===== config.mk =====
export PLATFORM = sky130hd
export DESIGN_NAME = converter_pll_config_regs
export DESIGN_NICKNAME = d
export VERILOG_FILES = /design/src/hw/pll_cfg_pkg.sv /design/src/hw/pin_sync.sv /design/src/hw/converter_pll_config_regs.sv
export SDC_FILE = /design/constraint.sdc
export NUM_CORES = 1
export LEC_CHECK = 0
export ABC_AREA = 1
export BUFFER_PORTS_ARGS = -buffer_cell sky130_fd_sc_hd__buf_2
export CAP_MARGIN = 20
export CORE_MARGIN = 2
export CORE_UTILIZATION = 50
export CTS_BUF_LIST = sky130_fd_sc_hd__clkbuf_8
export DETAILED_ROUTE_END_ITERATION = 16
export PLACE_DENSITY_LB_ADDON = 0.25
export SYNTH_ARGS = -nofsm -noshare
export SYNTH_HDL_FRONTEND = slang
export SYNTH_SLANG_ARGS = --single-unit

===== constraint.sdc =====
create_clock -name ref_clk_in -period 3.9 [get_ports ref_clk_in]
set_clock_uncertainty 0.2 [all_clocks]
set_input_delay 0.78 -clock ref_clk_in [delete_from_list [all_inputs] [get_ports ref_clk_in]]
set_output_delay 0.78 -clock ref_clk_in [all_outputs]
set_load 0.005 [all_outputs]

===== src/hw/pll_cfg_pkg.sv =====
// pll_cfg_pkg: offsets, reset values, field positions and frame layout
// for the converter clock-multiplier configuration bank.
// assumes one byte-wide register per address on the serial control port.
package pll_cfg_pkg;

    // serial frame: one read/write bit, 15 address bits, then 8 data bits
    localparam int INSTR_BITS = 16;
    localparam int FRAME_BITS = 24;
    localparam int ADDR_BITS = 15;
    localparam int CNT_BITS = 5;
    localparam int RW_BIT = 15;
    localparam logic [4:0] INSTR_LAST = 5'h0F;
    localparam logic [4:0] FRAME_LAST = 5'h17;
    localparam logic [4:0] FRAME_DONE = 5'h18;

    // register byte addresses
    localparam logic [14:0] ADDR_INT_DIV = 15'h0085;
    localparam logic [14:0] ADDR_FILT1 = 15'h0087;
    localparam logic [14:0] ADDR_FILT2 = 15'h0088;
    localparam logic [14:0] ADDR_FILT3 = 15'h0089;
    localparam logic [14:0] ADDR_PUMP = 15'h008A;
    localparam logic [14:0] ADDR_ODIV = 15'h008B;

    // reset values
    localparam logic [7:0] RST_INT_DIV = 8'h08;
    localparam logic [7:0] RST_FILT1 = 8'h88;
    localparam logic [7:0] RST_FILT2 = 8'h88;
    localparam logic [7:0] RST_FILT3 = 8'h08;
    localparam logic [5:0] RST_PUMP = 6'h20;
    localparam logic [1:0] RST_ODIV = 2'h2;

    // field positions
    localparam int NIB_HI_MSB = 7;
    localparam int NIB_HI_LSB = 4;
    localparam int NIB_LO_MSB = 3;
    localparam int NIB_LO_LSB = 0;
    localparam int BYP_RES_THREE = 7;
    localparam int BYP_RES_ONE = 6;
    localparam int BYP_CAP_TWO = 5;
    localparam int BYP_CAP_ONE = 4;
    localparam int PUMP_MSB = 5;
    localparam int ODIV_MSB = 1;

    // integer divider floor and output divider codes and ratios
    localparam logic [7:0] MIN_INT_DIV = 8'h06;
    localparam logic [1:0] ODIV_BY4 = 2'h1;
    localparam logic [1:0] ODIV_BY8 = 2'h2;
    localparam logic [1:0] ODIV_BY16 = 2'h3;
    localparam logic [4:0] RATIO_4 = 5'h04;
    localparam logic [4:0] RATIO_8 = 5'h08;
    localparam logic [4:0] RATIO_16 = 5'h10;
    localparam logic [4:0] RATIO_NONE = 5'h00;
    localparam logic [3:0] NIB_ZERO = 4'h0;

endpackage


===== src/hw/pin_sync.sv =====
// pin_sync: two-flop synchroniser for one asynchronous pin.
// assumes the pin may change at any time relative to the clock.
`timescale 1ns/1ns
`default_nettype none
module pin_sync #(
    parameter logic RESET_VAL = 1'b0
) (
    input wire logic clk_in, // sampling clock
    input wire logic rst_in, // async reset, active high
    input wire logic ce_in, // clock enable, freezes when low
    input wire logic pin_in, // asynchronous pin level
    output logic sync_out // level after two flops
);
    logic meta_q;
    logic sync_q;

    // first flop feeds only the second one
    always_ff @(posedge clk_in or posedge rst_in) begin
        if (rst_in) begin
            meta_q <= RESET_VAL;
            sync_q <= RESET_VAL;
        end else if (ce_in) begin
            meta_q <= pin_in;
            sync_q <= meta_q;
        end
    end

    assign sync_out = sync_q;
endmodule
`default_nettype wire


===== src/hw/converter_pll_config_regs.sv =====
// converter_pll_config_regs: byte-wide configuration bank for the
// converter clock-multiplying loop, written and read over a 4-wire
// serial control port sampled on ref_clk_in.
// assumes sclk high and low phases each last at least 3 ref_clk periods.
`timescale 1ns/1ns
`default_nettype none
module converter_pll_config_regs (
    input wire logic ref_clk_in, // 10 MHz block clock
    input wire logic rst_in, // async reset, active high
    input wire logic ce_in, // clock enable, freezes all state when low
    input wire logic spi_sclk_in, // serial clock pin
    input wire logic spi_csb_in, // serial chip select pin, active low
    input wire logic spi_sdi_in, // serial data in pin
    output logic spi_sdo_out, // serial data out
    output logic spi_sdo_oe_out, // high while sdo is driven
    output logic [7:0] feedback_word_out, // integer feedback divider
    output logic feedback_word_low_out, // divider word below minimum
    output logic [3:0] filter_cap_two_word_out, // second capacitor word
    output logic [3:0] filter_cap_one_word_out, // first capacitor word
    output logic [3:0] filter_res_one_word_out, // first resistor word
    output logic [3:0] filter_cap_three_word_out, // third capacitor word
    output logic [3:0] filter_res_three_word_out, // third resistor word
    output logic bypass_res_three_out, // third resistor shorted
    output logic bypass_res_one_out, // first resistor shorted
    output logic bypass_cap_two_out, // second capacitor shorted
    output logic bypass_cap_one_out, // first capacitor shorted
    output logic [5:0] pump_current_word_out, // charge-pump current
    output logic [1:0] osc_output_divider_out, // output divider code
    output logic [4:0] osc_divide_ratio_out // decoded ratio, 0 if code 00
);
    typedef enum logic [1:0] {
        ph_instr,
        ph_data,
        ph_over
    } phase_t;

    logic sclk_s;
    logic csb_s;
    logic sdi_s;

    // pins cross into the clock domain before anything reads them
    pin_sync #(.RESET_VAL(1'b0)) sync_sclk (
        .clk_in(ref_clk_in),
        .rst_in(rst_in),
        .ce_in(ce_in),
        .pin_in(spi_sclk_in),
        .sync_out(sclk_s)
    );
    pin_sync #(.RESET_VAL(1'b1)) sync_csb (
        .clk_in(ref_clk_in),
        .rst_in(rst_in),
        .ce_in(ce_in),
        .pin_in(spi_csb_in),
        .sync_out(csb_s)
    );
    pin_sync #(.RESET_VAL(1'b0)) sync_sdi (
        .clk_in(ref_clk_in),
        .rst_in(rst_in),
        .ce_in(ce_in),
        .pin_in(spi_sdi_in),
        .sync_out(sdi_s)
    );

    // readback with reserved bits forced to zero
    function automatic logic [7:0] read_word(input logic [14:0] addr,
                                             input logic [7:0] int_div,
                                             input logic [7:0] filt1,
                                             input logic [7:0] filt2,
                                             input logic [7:0] filt3,
                                             input logic [5:0] pump,
                                             input logic [1:0] odiv);
        logic [7:0] word;
        word = 8'h00;
        case (addr)
            pll_cfg_pkg::ADDR_INT_DIV: word = int_div;
            pll_cfg_pkg::ADDR_FILT1: word = filt1;
            pll_cfg_pkg::ADDR_FILT2: word = filt2;
            pll_cfg_pkg::ADDR_FILT3: word = filt3;
            pll_cfg_pkg::ADDR_PUMP: word = {2'h0, pump};
            pll_cfg_pkg::ADDR_ODIV: word = {6'h00, odiv};
            default: word = 8'h00;
        endcase
        return word;
    endfunction

    // bank state, declared here because the frame engine reads it back
    logic [7:0] int_div_q, int_div_d;
    logic [7:0] filt1_q, filt1_d;
    logic [7:0] filt2_q, filt2_d;
    logic [7:0] filt3_q, filt3_d;
    logic [5:0] pump_q, pump_d;
    logic [1:0] odiv_q, odiv_d;
    logic word_low_q, word_low_d;
    logic [4:0] ratio_q, ratio_d;
    logic [3:0] byp_q, byp_d;
    logic sclk_prev_q, sclk_prev_d;
    phase_t phase_q, phase_d;
    logic [4:0] cnt_q, cnt_d;
    logic [14:0] shift_q, shift_d;
    logic [14:0] addr_q, addr_d;
    logic rd_q, rd_d;
    logic [7:0] out_q, out_d;
    logic sdo_q, sdo_d;
    logic sdo_oe_q, sdo_oe_d;
    logic wr_fire;
    logic [7:0] wr_data;
    logic sclk_rise;
    logic sclk_fall;

    assign sclk_rise = sclk_s & ~sclk_prev_q;
    assign sclk_fall = ~sclk_s & sclk_prev_q;

    // serial frame engine: bits in on rising sclk, out on falling sclk;
    // one byte per frame, extra bits before csb rises are ignored
    always_comb begin
        sclk_prev_d = sclk_s;
        phase_d = phase_q;
        cnt_d = cnt_q;
        shift_d = shift_q;
        addr_d = addr_q;
        rd_d = rd_q;
        out_d = out_q;
        sdo_d = sdo_q;
        sdo_oe_d = sdo_oe_q;
        wr_fire = 1'b0;
        wr_data = {shift_q[6:0], sdi_s};
        if (csb_s) begin
            phase_d = ph_instr;
            cnt_d = 5'h00;
            sdo_oe_d = 1'b0;
        end else if (sclk_rise) begin
            shift_d = {shift_q[13:0], sdi_s};
            case (phase_q)
                ph_instr: begin
                    cnt_d = cnt_q + 5'h01;
                    if (cnt_q == pll_cfg_pkg::INSTR_LAST) begin
                        rd_d = shift_q[pll_cfg_pkg::RW_BIT - 1];
                        addr_d = {shift_q[13:0], sdi_s};
                        out_d = read_word({shift_q[13:0], sdi_s},
                                          int_div_q, filt1_q, filt2_q,
                                          filt3_q, pump_q, odiv_q);
                        phase_d = ph_data;
                    end
                end
                ph_data: begin
                    cnt_d = cnt_q + 5'h01;
                    if (cnt_q == pll_cfg_pkg::FRAME_LAST) begin
                        wr_fire = ~rd_q;
                        phase_d = ph_over;
                    end
                end
                ph_over: cnt_d = cnt_q;
                default: phase_d = ph_instr;
            endcase
        end else if (sclk_fall && rd_q) begin
            // drive the next read bit only while data bits remain
            if (phase_q == ph_data) begin
                sdo_d = out_q[7];
                out_d = {out_q[6:0], 1'b0};
                sdo_oe_d = 1'b1;
            end else if (phase_q == ph_over) begin
                sdo_oe_d = 1'b0;
            end
        end
    end

    always_ff @(posedge ref_clk_in or posedge rst_in) begin
        if (rst_in) begin
            sclk_prev_q <= 1'b0;
            phase_q <= ph_instr;
            cnt_q <= 5'h00;
            shift_q <= 15'h0000;
            addr_q <= 15'h0000;
            rd_q <= 1'b0;
            out_q <= 8'h00;
            sdo_q <= 1'b0;
            sdo_oe_q <= 1'b0;
        end else if (ce_in) begin
            sclk_prev_q <= sclk_prev_d;
            phase_q <= phase_d;
            cnt_q <= cnt_d;
            shift_q <= shift_d;
            addr_q <= addr_d;
            rd_q <= rd_d;
            out_q <= out_d;
            sdo_q <= sdo_d;
            sdo_oe_q <= sdo_oe_d;
        end
    end

    // register writes; reserved bits are dropped so they stay zero
    always_comb begin
        int_div_d = int_div_q;
        filt1_d = filt1_q;
        filt2_d = filt2_q;
        filt3_d = filt3_q;
        pump_d = pump_q;
        odiv_d = odiv_q;
        if (wr_fire) begin
            case (addr_q)
                pll_cfg_pkg::ADDR_INT_DIV: int_div_d = wr_data;
                pll_cfg_pkg::ADDR_FILT1: filt1_d = wr_data;
                pll_cfg_pkg::ADDR_FILT2: filt2_d = wr_data;
                pll_cfg_pkg::ADDR_FILT3: filt3_d = wr_data;
                pll_cfg_pkg::ADDR_PUMP:
                    pump_d = wr_data[pll_cfg_pkg::PUMP_MSB:0];
                pll_cfg_pkg::ADDR_ODIV:
                    odiv_d = wr_data[pll_cfg_pkg::ODIV_MSB:0];
                default: int_div_d = int_div_q;
            endcase
        end
        // words below the floor are kept but flagged, the loop may misbehave
        word_low_d = int_div_d < pll_cfg_pkg::MIN_INT_DIV;
        case (odiv_d)
            pll_cfg_pkg::ODIV_BY4: ratio_d = pll_cfg_pkg::RATIO_4;
            pll_cfg_pkg::ODIV_BY8: ratio_d = pll_cfg_pkg::RATIO_8;
            pll_cfg_pkg::ODIV_BY16: ratio_d = pll_cfg_pkg::RATIO_16;
            default: ratio_d = pll_cfg_pkg::RATIO_NONE;
        endcase
        // a bypass only takes effect when its element word is zero
        byp_d[3] = filt3_d[pll_cfg_pkg::BYP_RES_THREE] &&
            filt3_d[pll_cfg_pkg::NIB_LO_MSB:pll_cfg_pkg::NIB_LO_LSB] ==
            pll_cfg_pkg::NIB_ZERO;
        byp_d[2] = filt3_d[pll_cfg_pkg::BYP_RES_ONE] &&
            filt2_d[pll_cfg_pkg::NIB_HI_MSB:pll_cfg_pkg::NIB_HI_LSB] ==
            pll_cfg_pkg::NIB_ZERO;
        byp_d[1] = filt3_d[pll_cfg_pkg::BYP_CAP_TWO] &&
            filt1_d[pll_cfg_pkg::NIB_HI_MSB:pll_cfg_pkg::NIB_HI_LSB] ==
            pll_cfg_pkg::NIB_ZERO;
        byp_d[0] = filt3_d[pll_cfg_pkg::BYP_CAP_ONE] &&
            filt1_d[pll_cfg_pkg::NIB_LO_MSB:pll_cfg_pkg::NIB_LO_LSB] ==
            pll_cfg_pkg::NIB_ZERO;
    end

    always_ff @(posedge ref_clk_in or posedge rst_in) begin
        if (rst_in) begin
            int_div_q <= pll_cfg_pkg::RST_INT_DIV;
            filt1_q <= pll_cfg_pkg::RST_FILT1;
            filt2_q <= pll_cfg_pkg::RST_FILT2;
            filt3_q <= pll_cfg_pkg::RST_FILT3;
            pump_q <= pll_cfg_pkg::RST_PUMP;
            odiv_q <= pll_cfg_pkg::RST_ODIV;
            word_low_q <= 1'b0;
            ratio_q <= pll_cfg_pkg::RATIO_8;
            byp_q <= 4'h0;
        end else if (ce_in) begin
            int_div_q <= int_div_d;
            filt1_q <= filt1_d;
            filt2_q <= filt2_d;
            filt3_q <= filt3_d;
            pump_q <= pump_d;
            odiv_q <= odiv_d;
            word_low_q <= word_low_d;
            ratio_q <= ratio_d;
            byp_q <= byp_d;
        end
    end

    // outputs, each straight from a flop
    assign spi_sdo_out = sdo_q;
    assign spi_sdo_oe_out = sdo_oe_q;
    assign feedback_word_out = int_div_q;
    assign feedback_word_low_out = word_low_q;
    assign filter_cap_two_word_out =
        filt1_q[pll_cfg_pkg::NIB_HI_MSB:pll_cfg_pkg::NIB_HI_LSB];
    assign filter_cap_one_word_out =
        filt1_q[pll_cfg_pkg::NIB_LO_MSB:pll_cfg_pkg::NIB_LO_LSB];
    assign filter_res_one_word_out =
        filt2_q[pll_cfg_pkg::NIB_HI_MSB:pll_cfg_pkg::NIB_HI_LSB];
    assign filter_cap_three_word_out =
        filt2_q[pll_cfg_pkg::NIB_LO_MSB:pll_cfg_pkg::NIB_LO_LSB];
    assign filter_res_three_word_out =
        filt3_q[pll_cfg_pkg::NIB_LO_MSB:pll_cfg_pkg::NIB_LO_LSB];
    assign bypass_res_three_out = byp_q[3];
    assign bypass_res_one_out = byp_q[2];
    assign bypass_cap_two_out = byp_q[1];
    assign bypass_cap_one_out = byp_q[0];
    assign pump_current_word_out = pump_q;
    assign osc_output_divider_out = odiv_q;
    assign osc_divide_ratio_out = ratio_q;
endmodule
`default_nettype wire


# Word level (Yosys, flattened, before mapping)
# Cells that the tools add are included.
# classes
eq_ne,25
bitwise,7
order_cmp,1
reduce_logical,26
addsub,1
mux,34
# op_table
op,count
"equality test 15 x 8 -> 1 bit, second input constant",12
two-way mux 8 bit,13
case mux 8 bit (6 select lines),1
logical NOT 4 bit,4
two-way mux 5 bit,3
case mux 5 bit (3 select lines),1
AND reduction 5 bit,3
two-way mux 2 bit,6
AND reduction 3 bit,4
nonzero test 2 bit,5
two-way mux 1 bit,9
"< comparator 8 x 3 -> 1 bit, second input constant",1
"inequality test 2 x 1 -> 1 bit, second input constant",4
"equality test 2 bit, second input constant",3
"inequality test 3 x 2 -> 1 bit, second input constant",2
case mux 2 bit (3 select lines),1
AND reduction 6 bit,1
"adder 5 x 1 -> 5 bit, second input constant",1
"equality test 5 x 4 -> 1 bit, second input constant",1
"equality test 5 bit, second input constant",1
logical AND 1 bit,5
NOT 1 bit,5
"equality test 2 x 1 -> 1 bit, second input constant",2
AND reduction 4 bit,1
other kinds (4),5
# totals
wordCells,119
out_inout_bits,48
in_bits,6
reg_bits,105

# Longest topological paths before layout
# Gate-level depths: netlist of the first run.
# logic_depth
word_depth,8
depth_mapped,14

# Cells and area by module
# A second synthesis of the first run with hierarchy kept.
# hier_totals
hier_cells,681
area_unflattened_um2,5402.7
# modules_own_cells
module,instances,cells_per_inst,area_each_um2
converter_pll_config_regs,1,651,5159.9
pin_sync (sync_sclk ...),2,10,80.1
pin_sync (sync_csb),1,10,82.6

# Worst setup path before layout of the first run
# No wires, ideal clock.
# synth_path
path_type,input-to-reg
from,in ce_in
to,reg addr_q[10]
t_required_ns,3.567
path_stages,7
setup_time_ns,0.133
arrival_time_ns,1.716
path_slack_ns,1.851
cell_sequence,buf_2 -> inv_2 -> nor2_2 -> nand3_1 -> clkbuf_1 -> nand2_1 -> o21ai_0
# synth_via
elab_chain_len,1
# synth_lines
item,line,text
start: declaration,converter_pll_config_regs.sv:10,"input wire logic ce_in,"
AND reduction 5 bit (no line),-,
end signal: assignment,converter_pll_config_regs.sv:183,addr_q <= addr_d;
end: declaration,converter_pll_config_regs.sv:100,"logic [14:0] addr_q, addr_d;"
# Every way passes these cells.
# A chain may end at the register's enable or synchronous reset.

# Worst setup path in the final report of the first run
# layout_path
from,reg phase_q[1]
to,reg ratio_q[2] (netlist: osc_divide_ratio_out[2])
# layout_via
elab_chain_len,7
word_cells_on_any_way,9
classes_between,4 x eq/ne; 5 x mux
# layout_lines
item,line,text
start: declaration,converter_pll_config_regs.sv:97,"phase_t phase_q, phase_d;"
start signal: assignment,converter_pll_config_regs.sv:170,phase_q <= ph_instr;
start signal: assignment,converter_pll_config_regs.sv:180,phase_q <= phase_d;
equality test 2 x 1 -> 1 bit *,converter_pll_config_regs.sv:133,case (phase_q)
two-way mux 1 bit *,converter_pll_config_regs.sv:133,
two-way mux 1 bit *,converter_pll_config_regs.sv:131,end else if (sclk_rise) begin
two-way mux 1 bit *,converter_pll_config_regs.sv:127,if (csb_s) begin
two-way mux 2 bit *,converter_pll_config_regs.sv:199,if (wr_fire) begin
equality test 2 bit / equality test 2 x 1 -> 1 bit (equally long branches),converter_pll_config_regs.sv:214,case (odiv_d)
case mux 5 bit (3 select lines) *,converter_pll_config_regs.sv:214,
end signal: assignment,converter_pll_config_regs.sv:244,ratio_q <= pll_cfg_pkg::RATIO_8;
end signal: assignment,converter_pll_config_regs.sv:254,ratio_q <= ratio_d;
end: declaration,converter_pll_config_regs.sv:94,"logic [4:0] ratio_q, ratio_d;"
# Every way passes the cells marked *; elsewhere a longest branch is shown, timed or not.

==> metrics.md, run 1 <==
| Metric | Value |
|---|---|
| Status | finished clean |
| Max-Cap Viols | 0 |
| Max Fanout on Critical Path | 15 |
| Synthesized instance count | 662 |
| Slowest cell on crit path | dfrtp_1 |
| TritonCTS clock tree | built |
| Multi-input gate area in the final layout | 2290 um^2 |
| Startpoint Class | flop |
| Detailed Place HPWL | 9900 um |
| Vias per cell | 5.48 |
| Mapped Area | 5260 um^2 |
| Global-route wire length before repair | 22300 um |
| Clock slew at the register clock pins of the worst setup and hold paths | 0.10 ns |
| Placement Rows | 37 |
| Layout cells sized above 1 | 18.6% |
| Via count | 4605 |
| Worst path arrival time | 2.42 ns |
| Worst EP required | 4.01 ns |
| Final setup fails | 0 |
| Ranking of synthesized cells by area | dfrtp_1 44%, nand2_1 14%, dfstp_2 5.5% |
| Antenna Nets Post-Route | 0 |
| Wire length per cell | 16.2 um |
| Slew HR | 45.8% |
| Fill count | 1003 |
| Total grt overflow | 0 |
| 1st-pass router iterations | 5 |
| Fin crit share | 59.3% |
| Routability congestion estimate from global placement | 0.971 |
| Nets | 712 |
| Syn-to-layout area delta | 9.79% |
| Least-Margin Pin Slew | 0.813 ns |
| Sequential standard cell area | 2590 um^2 |
| Final slew viol count | 0 |
| Buffers on Ports | 51 |
| Hold buffers post-CTS | 0 |
| Routed Wire Length | 13600 um |
| Most frequent CP cell | nand2_1 |
| Chip Width | 107 um |
| FF+latch count, synth | 103 |
| Post-synth top area cell | dfrtp_1 |
| Tightest Hold Check Type | flop to flop |
| Leak | 2.91 nW |
| Cts bufs inserted | 9 |
| Starting Density | 51.2% |
| Buffers plus inverters on the worst setup path | 2 |
| Final instance area | 5780 um^2 |
| Pwr dens | 475 nW/um^2 |
| Via count of the first global-routing pass | 4181 |
| Syn. warnings | 0 |
| Core ar. | 10300 um^2 |
| N_diodes | 0 |
| CP Capture Type | flop |
| Top cell type's share of synthesized area | 43.7% |
| Residual DRC | 0 |
| Max Fclk | 432 MHz |
| Final Hold Vio Count | 0 |
| Area after DPL | 5580 um^2 |
| Chip Height | 107 um |
| Clock tree sinks | 103 |
| Die footprint | 11400 um^2 |
| Initial DRC Count | 433 |
| Initial antenna violation count | 0 |
| Post-cts resize count | 0 |
| Max VDD drop | 0.000256 V |
| Library cells used by synthesis | 38 |
| Clk buf depth | 2 |
| Crit-path max cell delay | 0.41 ns |
| Root buf cell | clkbuf_8 |
| Setup TNS Final | 0 ns |
| H-tree lvl count | 3 |
| Seq/Total Area, Yosys | 49.2% |
| Mapped Avg Cell Area | 7.95 um^2 |
| Unrepaired setup endpoints after global routing | false |
| Delay-heaviest family, CP | simple AND/OR/NAND/NOR gates |
| Setup repair bufs after CTS | 0 |
| Boundary Pins | 54 |
| Fin crit period | 2.31 ns |
| Clk_lat worst skew | 0.38 ns |
| Critical path cell sequence | inv_1 -> ha_1 -> inv_1 -> nor2_1 -> nand2_1 -> nor2_4 -> nand3_1 -> nand2_1 -> o21ai_1 -> nor2_1 -> nand2_1 -> nand2_1 |
| Setup CP Type | flop to flop |
| Tot GR Track Use | 25.4% |
| Pin count of the biggest net entering global routing | 65 |
path summary, 6_finish.rpt:
path | slack [ns] | cells after the start | end | startpoint
max in group asynchronous | 2.28 | 3 | pump_current_word_out[5] | rst_in
min in group asynchronous | 0.34 | 2 | phase_q[0] | rst_in
min | 0.28 | 2 | sync_csb.meta_q | sync_csb.meta_q
max | 1.59 | 12 | osc_divide_ratio_out[2] | phase_q[1]
max reg2reg | 1.59 | 12 | osc_divide_ratio_out[2] | phase_q[1]
min reg2reg | 0.28 | 2 | sync_csb.meta_q | sync_csb.meta_q
layer usage:
| layer | track usage [%] | routed length [um] |
|---|---|---|
| met2 | 36.9 | 5970 |
| met4 | 8.26 | 303 |
| met1 | 38.9 | 6340 |
| met5 | 0 | 0 |
| met3 | 4.07 | 1030 |
registers in the layout, indices dropped and copies added, names as in the netlist, 2 cells and up:
| signal | flops |
|---|---|
| pump_current_word_out | 6 |
| byp_q | 4 |
| filt1_q | 8 |
| phase_q | 2 |
| shift_q | 15 |
| osc_divide_ratio_out | 3 |
| filt2_q | 8 |
| feedback_word_out | 8 |
| out_q | 8 |
| addr_q | 15 |
| cnt_q | 5 |
| filt3_q | 8 |
| osc_output_divider_out | 2 |
Yosys cell counts (all sizes together):
cell,instances
nand2,204
dfrtp,92
o21ai,85
inv,61
nand3,59
nor2,54
nand4,25
buf,16
clkbuf,15
dfstp,11
a21oi,7
ha,6
a31oi,5
nor3,4
o21bai,4
o211ai,3
nor4,2
o31ai,2
and3,1
conb,1
mux2,1
o21a,1
or2,1
or4,1
xor2,1
worst register-to-register path, delay by kind of cell (launching register included):
kind	cells	cell delay (ns)
flops	1	0.41
fa+ha+maj	1	0.18
simple gates	8	1.21
buf+inv	2	0.18
compound gates	1	0.07
per-stage QoR:
stage	power (W)	hold WS (ns)	utilization (%)	worst slack, ns	std cells
final	0.00275	0.275	56.2	1.59	841
after global routing	0.00291	0.301	56.2	1.36	841
after CTS	0.00276	0.275	56.2	1.59	841
after detailed placement	0.00208	0.260	54.3	1.42	825
after global placement	0.00206	0.251	54.3	1.45	825
after floorplan	0.00183	0.242	-	0.234	663
logic make-up (layout without fill, tap and decap cells):
group / after synthesis / count (layout) / synth area share (%)
AO/OA/AOI/OAI: 107 / 107 / 11.2
XOR/XNOR: 1 / 1 / 0.166
adder cells (fa/ha/maj): 6 / 6 / 1.43
buffers and inverters: 92 / 134 / 7.46
flip-flops: 103 / 103 / 49.2
multiplexers: 1 / 1 / 0.214
other: 1 / 2 / 0.0712
AND/OR/NAND/NOR: 351 / 351 / 30.2
layout make-up:
| class | instances | share of cell area, % |
|---|---|---|
| multi-input cells | 468 | 39.6 |
| inverters | 61 | 4.01 |
| well taps | 136 | 2.94 |
| clock buffers | 12 | 2.86 |
| flip-flops and latches | 103 | 44.8 |
| clock inverters | 4 | 0.606 |
| repair buffers | 57 | 5.20 |
report_power, final:
group / internal, W / switching (W)
logic: 0.000188 / 0.000465
registers: 0.00123 / 0.000184
clock network: 0.000293 / 0.000386
layout by cell type, fill, tap and decap left out, types with 5 or more instances in the layout:
| cell type | instances |
|---|---|
| dfstp_2 | 11 |
| nand4_1 | 23 |
| clkbuf_8 | 12 |
| dfrtp_1 | 92 |
| a21oi_1 | 7 |
| inv_2 | 11 |
| buf_2 | 51 |
| ha_1 | 6 |
| nor2_4 | 6 |
| nor2_1 | 41 |
| o21ai_0 | 56 |
| a31oi_1 | 5 |
| nand2_2 | 6 |
| inv_1 | 49 |
| o21ai_2 | 6 |
| nor2_2 | 7 |
| nand3_1 | 55 |
| nand2_1 | 198 |
| o21ai_1 | 23 |
| buf_4 | 6 |
(Power assumes the default switching activity.)
==> run 2: changes to the inputs <==
clock period = 2.28 ns   (was 3.9 ns; I/O delays follow)
==> run 2 against run 1 <==
- critical path depth shrank 1
- global-route usage shrank 0.28 points
- final area grew 2.9%
- non-clock buffer count grew 13
- via count grew 2.5%
- total power grew 74%
- sequential share of layout area shrank 1.3 points
- core utilization grew 1.6 points
- clock power grew 75%
- highest routed layer unchanged
- register-to-register slack lost 1.4 ns
- critical endpoint is now pump_current_word_out[3]
==> metrics.md, run 2 (synthesis gave the netlist of run 1 again) <==
| Metric | Value |
|---|---|
| Via count of the first global-routing pass | 4312 |
| Residual DRC | 0 |
| Antenna Nets Post-Route | 0 |
| Detailed Place HPWL | 9970 um |
| Root buf cell | clkbuf_8 |
| Least-Margin Pin Slew | 0.584 ns |
| Clk network pwr share | 24.9% |
| Worst EP required | 2.34 ns |
| Commonest cells after routing, fill and taps aside | 198 x nand2_1, 92 x dfrtp_1, 56 x o21ai_0 |
| Final Hold Vio Count | 0 |
| Boundary Pins | 54 |
| Largest registers | addr_q (15), shift_q (15) |
| Starting Density | 51.2% |
| Sw Pwr | 0.00178 W |
| Routability congestion estimate from global placement | 0.913 |
| Chip Height | 107 um |
| 1st-pass router iterations | 5 |
| Die footprint | 11400 um^2 |
| Leak | 2.98 nW |
| Fin crit share | 92.6% |
| N_diodes | 0 |
| Initial DRC Count | 573 |
| Tightest Hold Check Type | primary input to flop |
| Clk buf depth | 2 |
| Register share of total power | 50.3% |
| Slowest cell on crit path | dfrtp_1 |
| Setup CP Type | flop to flop |
| Clock slew at the register clock pins of the worst setup and hold paths | 0.10 ns |
| Commonest non-fill, non-tap cell in the layout | nand2_1 |
| Status | finished clean |
| Total grt overflow | 0 |
| Vias per cell | 5.53 |
| Global-route wire length before repair | 22200 um |
| Switching share of power | 37.3% |
| Initial antenna violation count | 0 |
| Clk_lat worst skew | 0.38 ns |
| Final slew viol count | 0 |
| Nets | 725 |
| Routed Wire Length | 13700 um |
| Max-Cap Viols | 0 |
| Buffers on Ports | 51 |
| Chip Width | 107 um |
| R2r setup slk | 0.17 ns |
| Core ar. | 10300 um^2 |
| Wire length per cell | 16.0 um |
| Worst path arrival time | 2.17 ns |
| Startpoint Class | flop |
| TritonCTS clock tree | built |
| Via count | 4719 |
| Setup TNS Final | 0 ns |
| Pre-CTS setup slack | 0.0796 ns |
| Layout cells sized above 1 | 20.3% |
| Final setup fails | 0 |
| CP Capture Type | flop |
| Hold_ws | 0.0773 ns |
| Worst setup margin | 0.169 ns |
| Comb pwr share | 24.9% |
| Unrepaired setup endpoints after global routing | false |
| Max VDD drop | 0.000355 V |
| Final non-filler cell total | 854 |
| Fin crit period | 2.11 ns |
| Pwr dens | 802 nW/um^2 |
| Pin count of the biggest net entering global routing | 54 |
| Syn-to-layout area delta | 13.0% |
| Cts bufs inserted | 9 |
| Crit-path max cell delay | 0.42 ns |
| Clock tree sinks | 103 |
| Critical path cell sequence | inv_2 -> ha_2 -> inv_1 -> nor3_1 -> nand2_2 -> nor2_4 -> nand2_2 -> nor2_4 -> nand3_4 -> nand2_1 -> o21ai_2 |
| Final instance area | 5950 um^2 |
| Tot GR Track Use | 25.1% |
| Slew HR | 60.7% |
| Placement Rows | 37 |
| Int Pwr | 0.00299 W |
| Placed cells | 834 |
| Max Fanout on Critical Path | 12 |
| H-tree lvl count | 3 |
| Area after DPL | 5670 um^2 |
| Max Fclk | 474 MHz |
run 2: cell count changes in the layout (fill, tap and decap cells not counted), moves of 2 or more:
cell        before  now
buf_4            6   14
buf_12           0    3
clkbuf_8        12    9
clkinvlp_4       0    2
nand3_4          0    2
run 2: stage by stage:
stage	utilization, %	total power, W
4_1_cts	57.3	0.00476
3_3_place_gp	55.2	0.00354
6_report	57.9	0.00477
2_1_floorplan	-	0.00313
5_1_grt	57.9	0.00505
3_5_place_dp	55.2	0.00358
run 2: per-layer routing:
metal | track usage (%) | wire (um) | vias to the layer above
met2 | 37.2 | 6130 | 209
met4 | 8.07 | 240 | 0
met3 | 4.62 | 1110 | 21
li1 | - | - | 2271
met5 | 0 | 0 | -
met1 | 37.4 | 6200 | 2218
run 2: worst max-delay path: cells and delay by family (launching register included):
family / cells / cell delay (ns)
and+or+nand+nor: 7 / 0.97
buffers and inverters: 2 / 0.15
DFF: 1 / 0.42
adders and majority gates: 1 / 0.18
AOI/OAI and AO/OA: 1 / 0.06
run 2: power by group through the flow:
stage                     combinational [W]  clock, W  sequential, W
after global placement              0.00112         0        0.00241
after detailed placement            0.00116         0        0.00242
after global routing                0.00132   0.00129        0.00243
after CTS                           0.00117   0.00121        0.00239
after floorplan                    0.000803         0        0.00232
final                               0.00119   0.00119        0.00240
run 2: final timing paths:
kind / from / endpoint / cells past startpoint
setup / recovery: phase_q[1] / pump_current_word_out[3] / 11
max in group asynchronous: rst_in / pump_current_word_out[5] / 4
setup reg to reg: phase_q[1] / pump_current_word_out[3] / 11
min in group asynchronous: rst_in / cnt_q[4] / 3
hold reg to reg: shift_q[14] / rd_q / 2
hold / removal: spi_csb_in / sync_csb.meta_q / 3
run 2: layout make-up:
cell class / count / area, um^2
Fill cell: 939 / 4330
Sequential cell: 103 / 2590
Multi-Input combinational cell: 468 / 2310
Timing Repair Buffer: 70 / 442
Inverter: 61 / 233
Tap cell: 136 / 170
Clock buffer: 9 / 124
Clock inverter: 7 / 77.6
run 2: what timing repair did:
action,4_1_cts,5_1_grt
buffers inserted,0,3
gates resized for setup,0,6
setup endpoints to repair,0,26
endpoints found under the hold margin,12,0
hold buffers,1,0
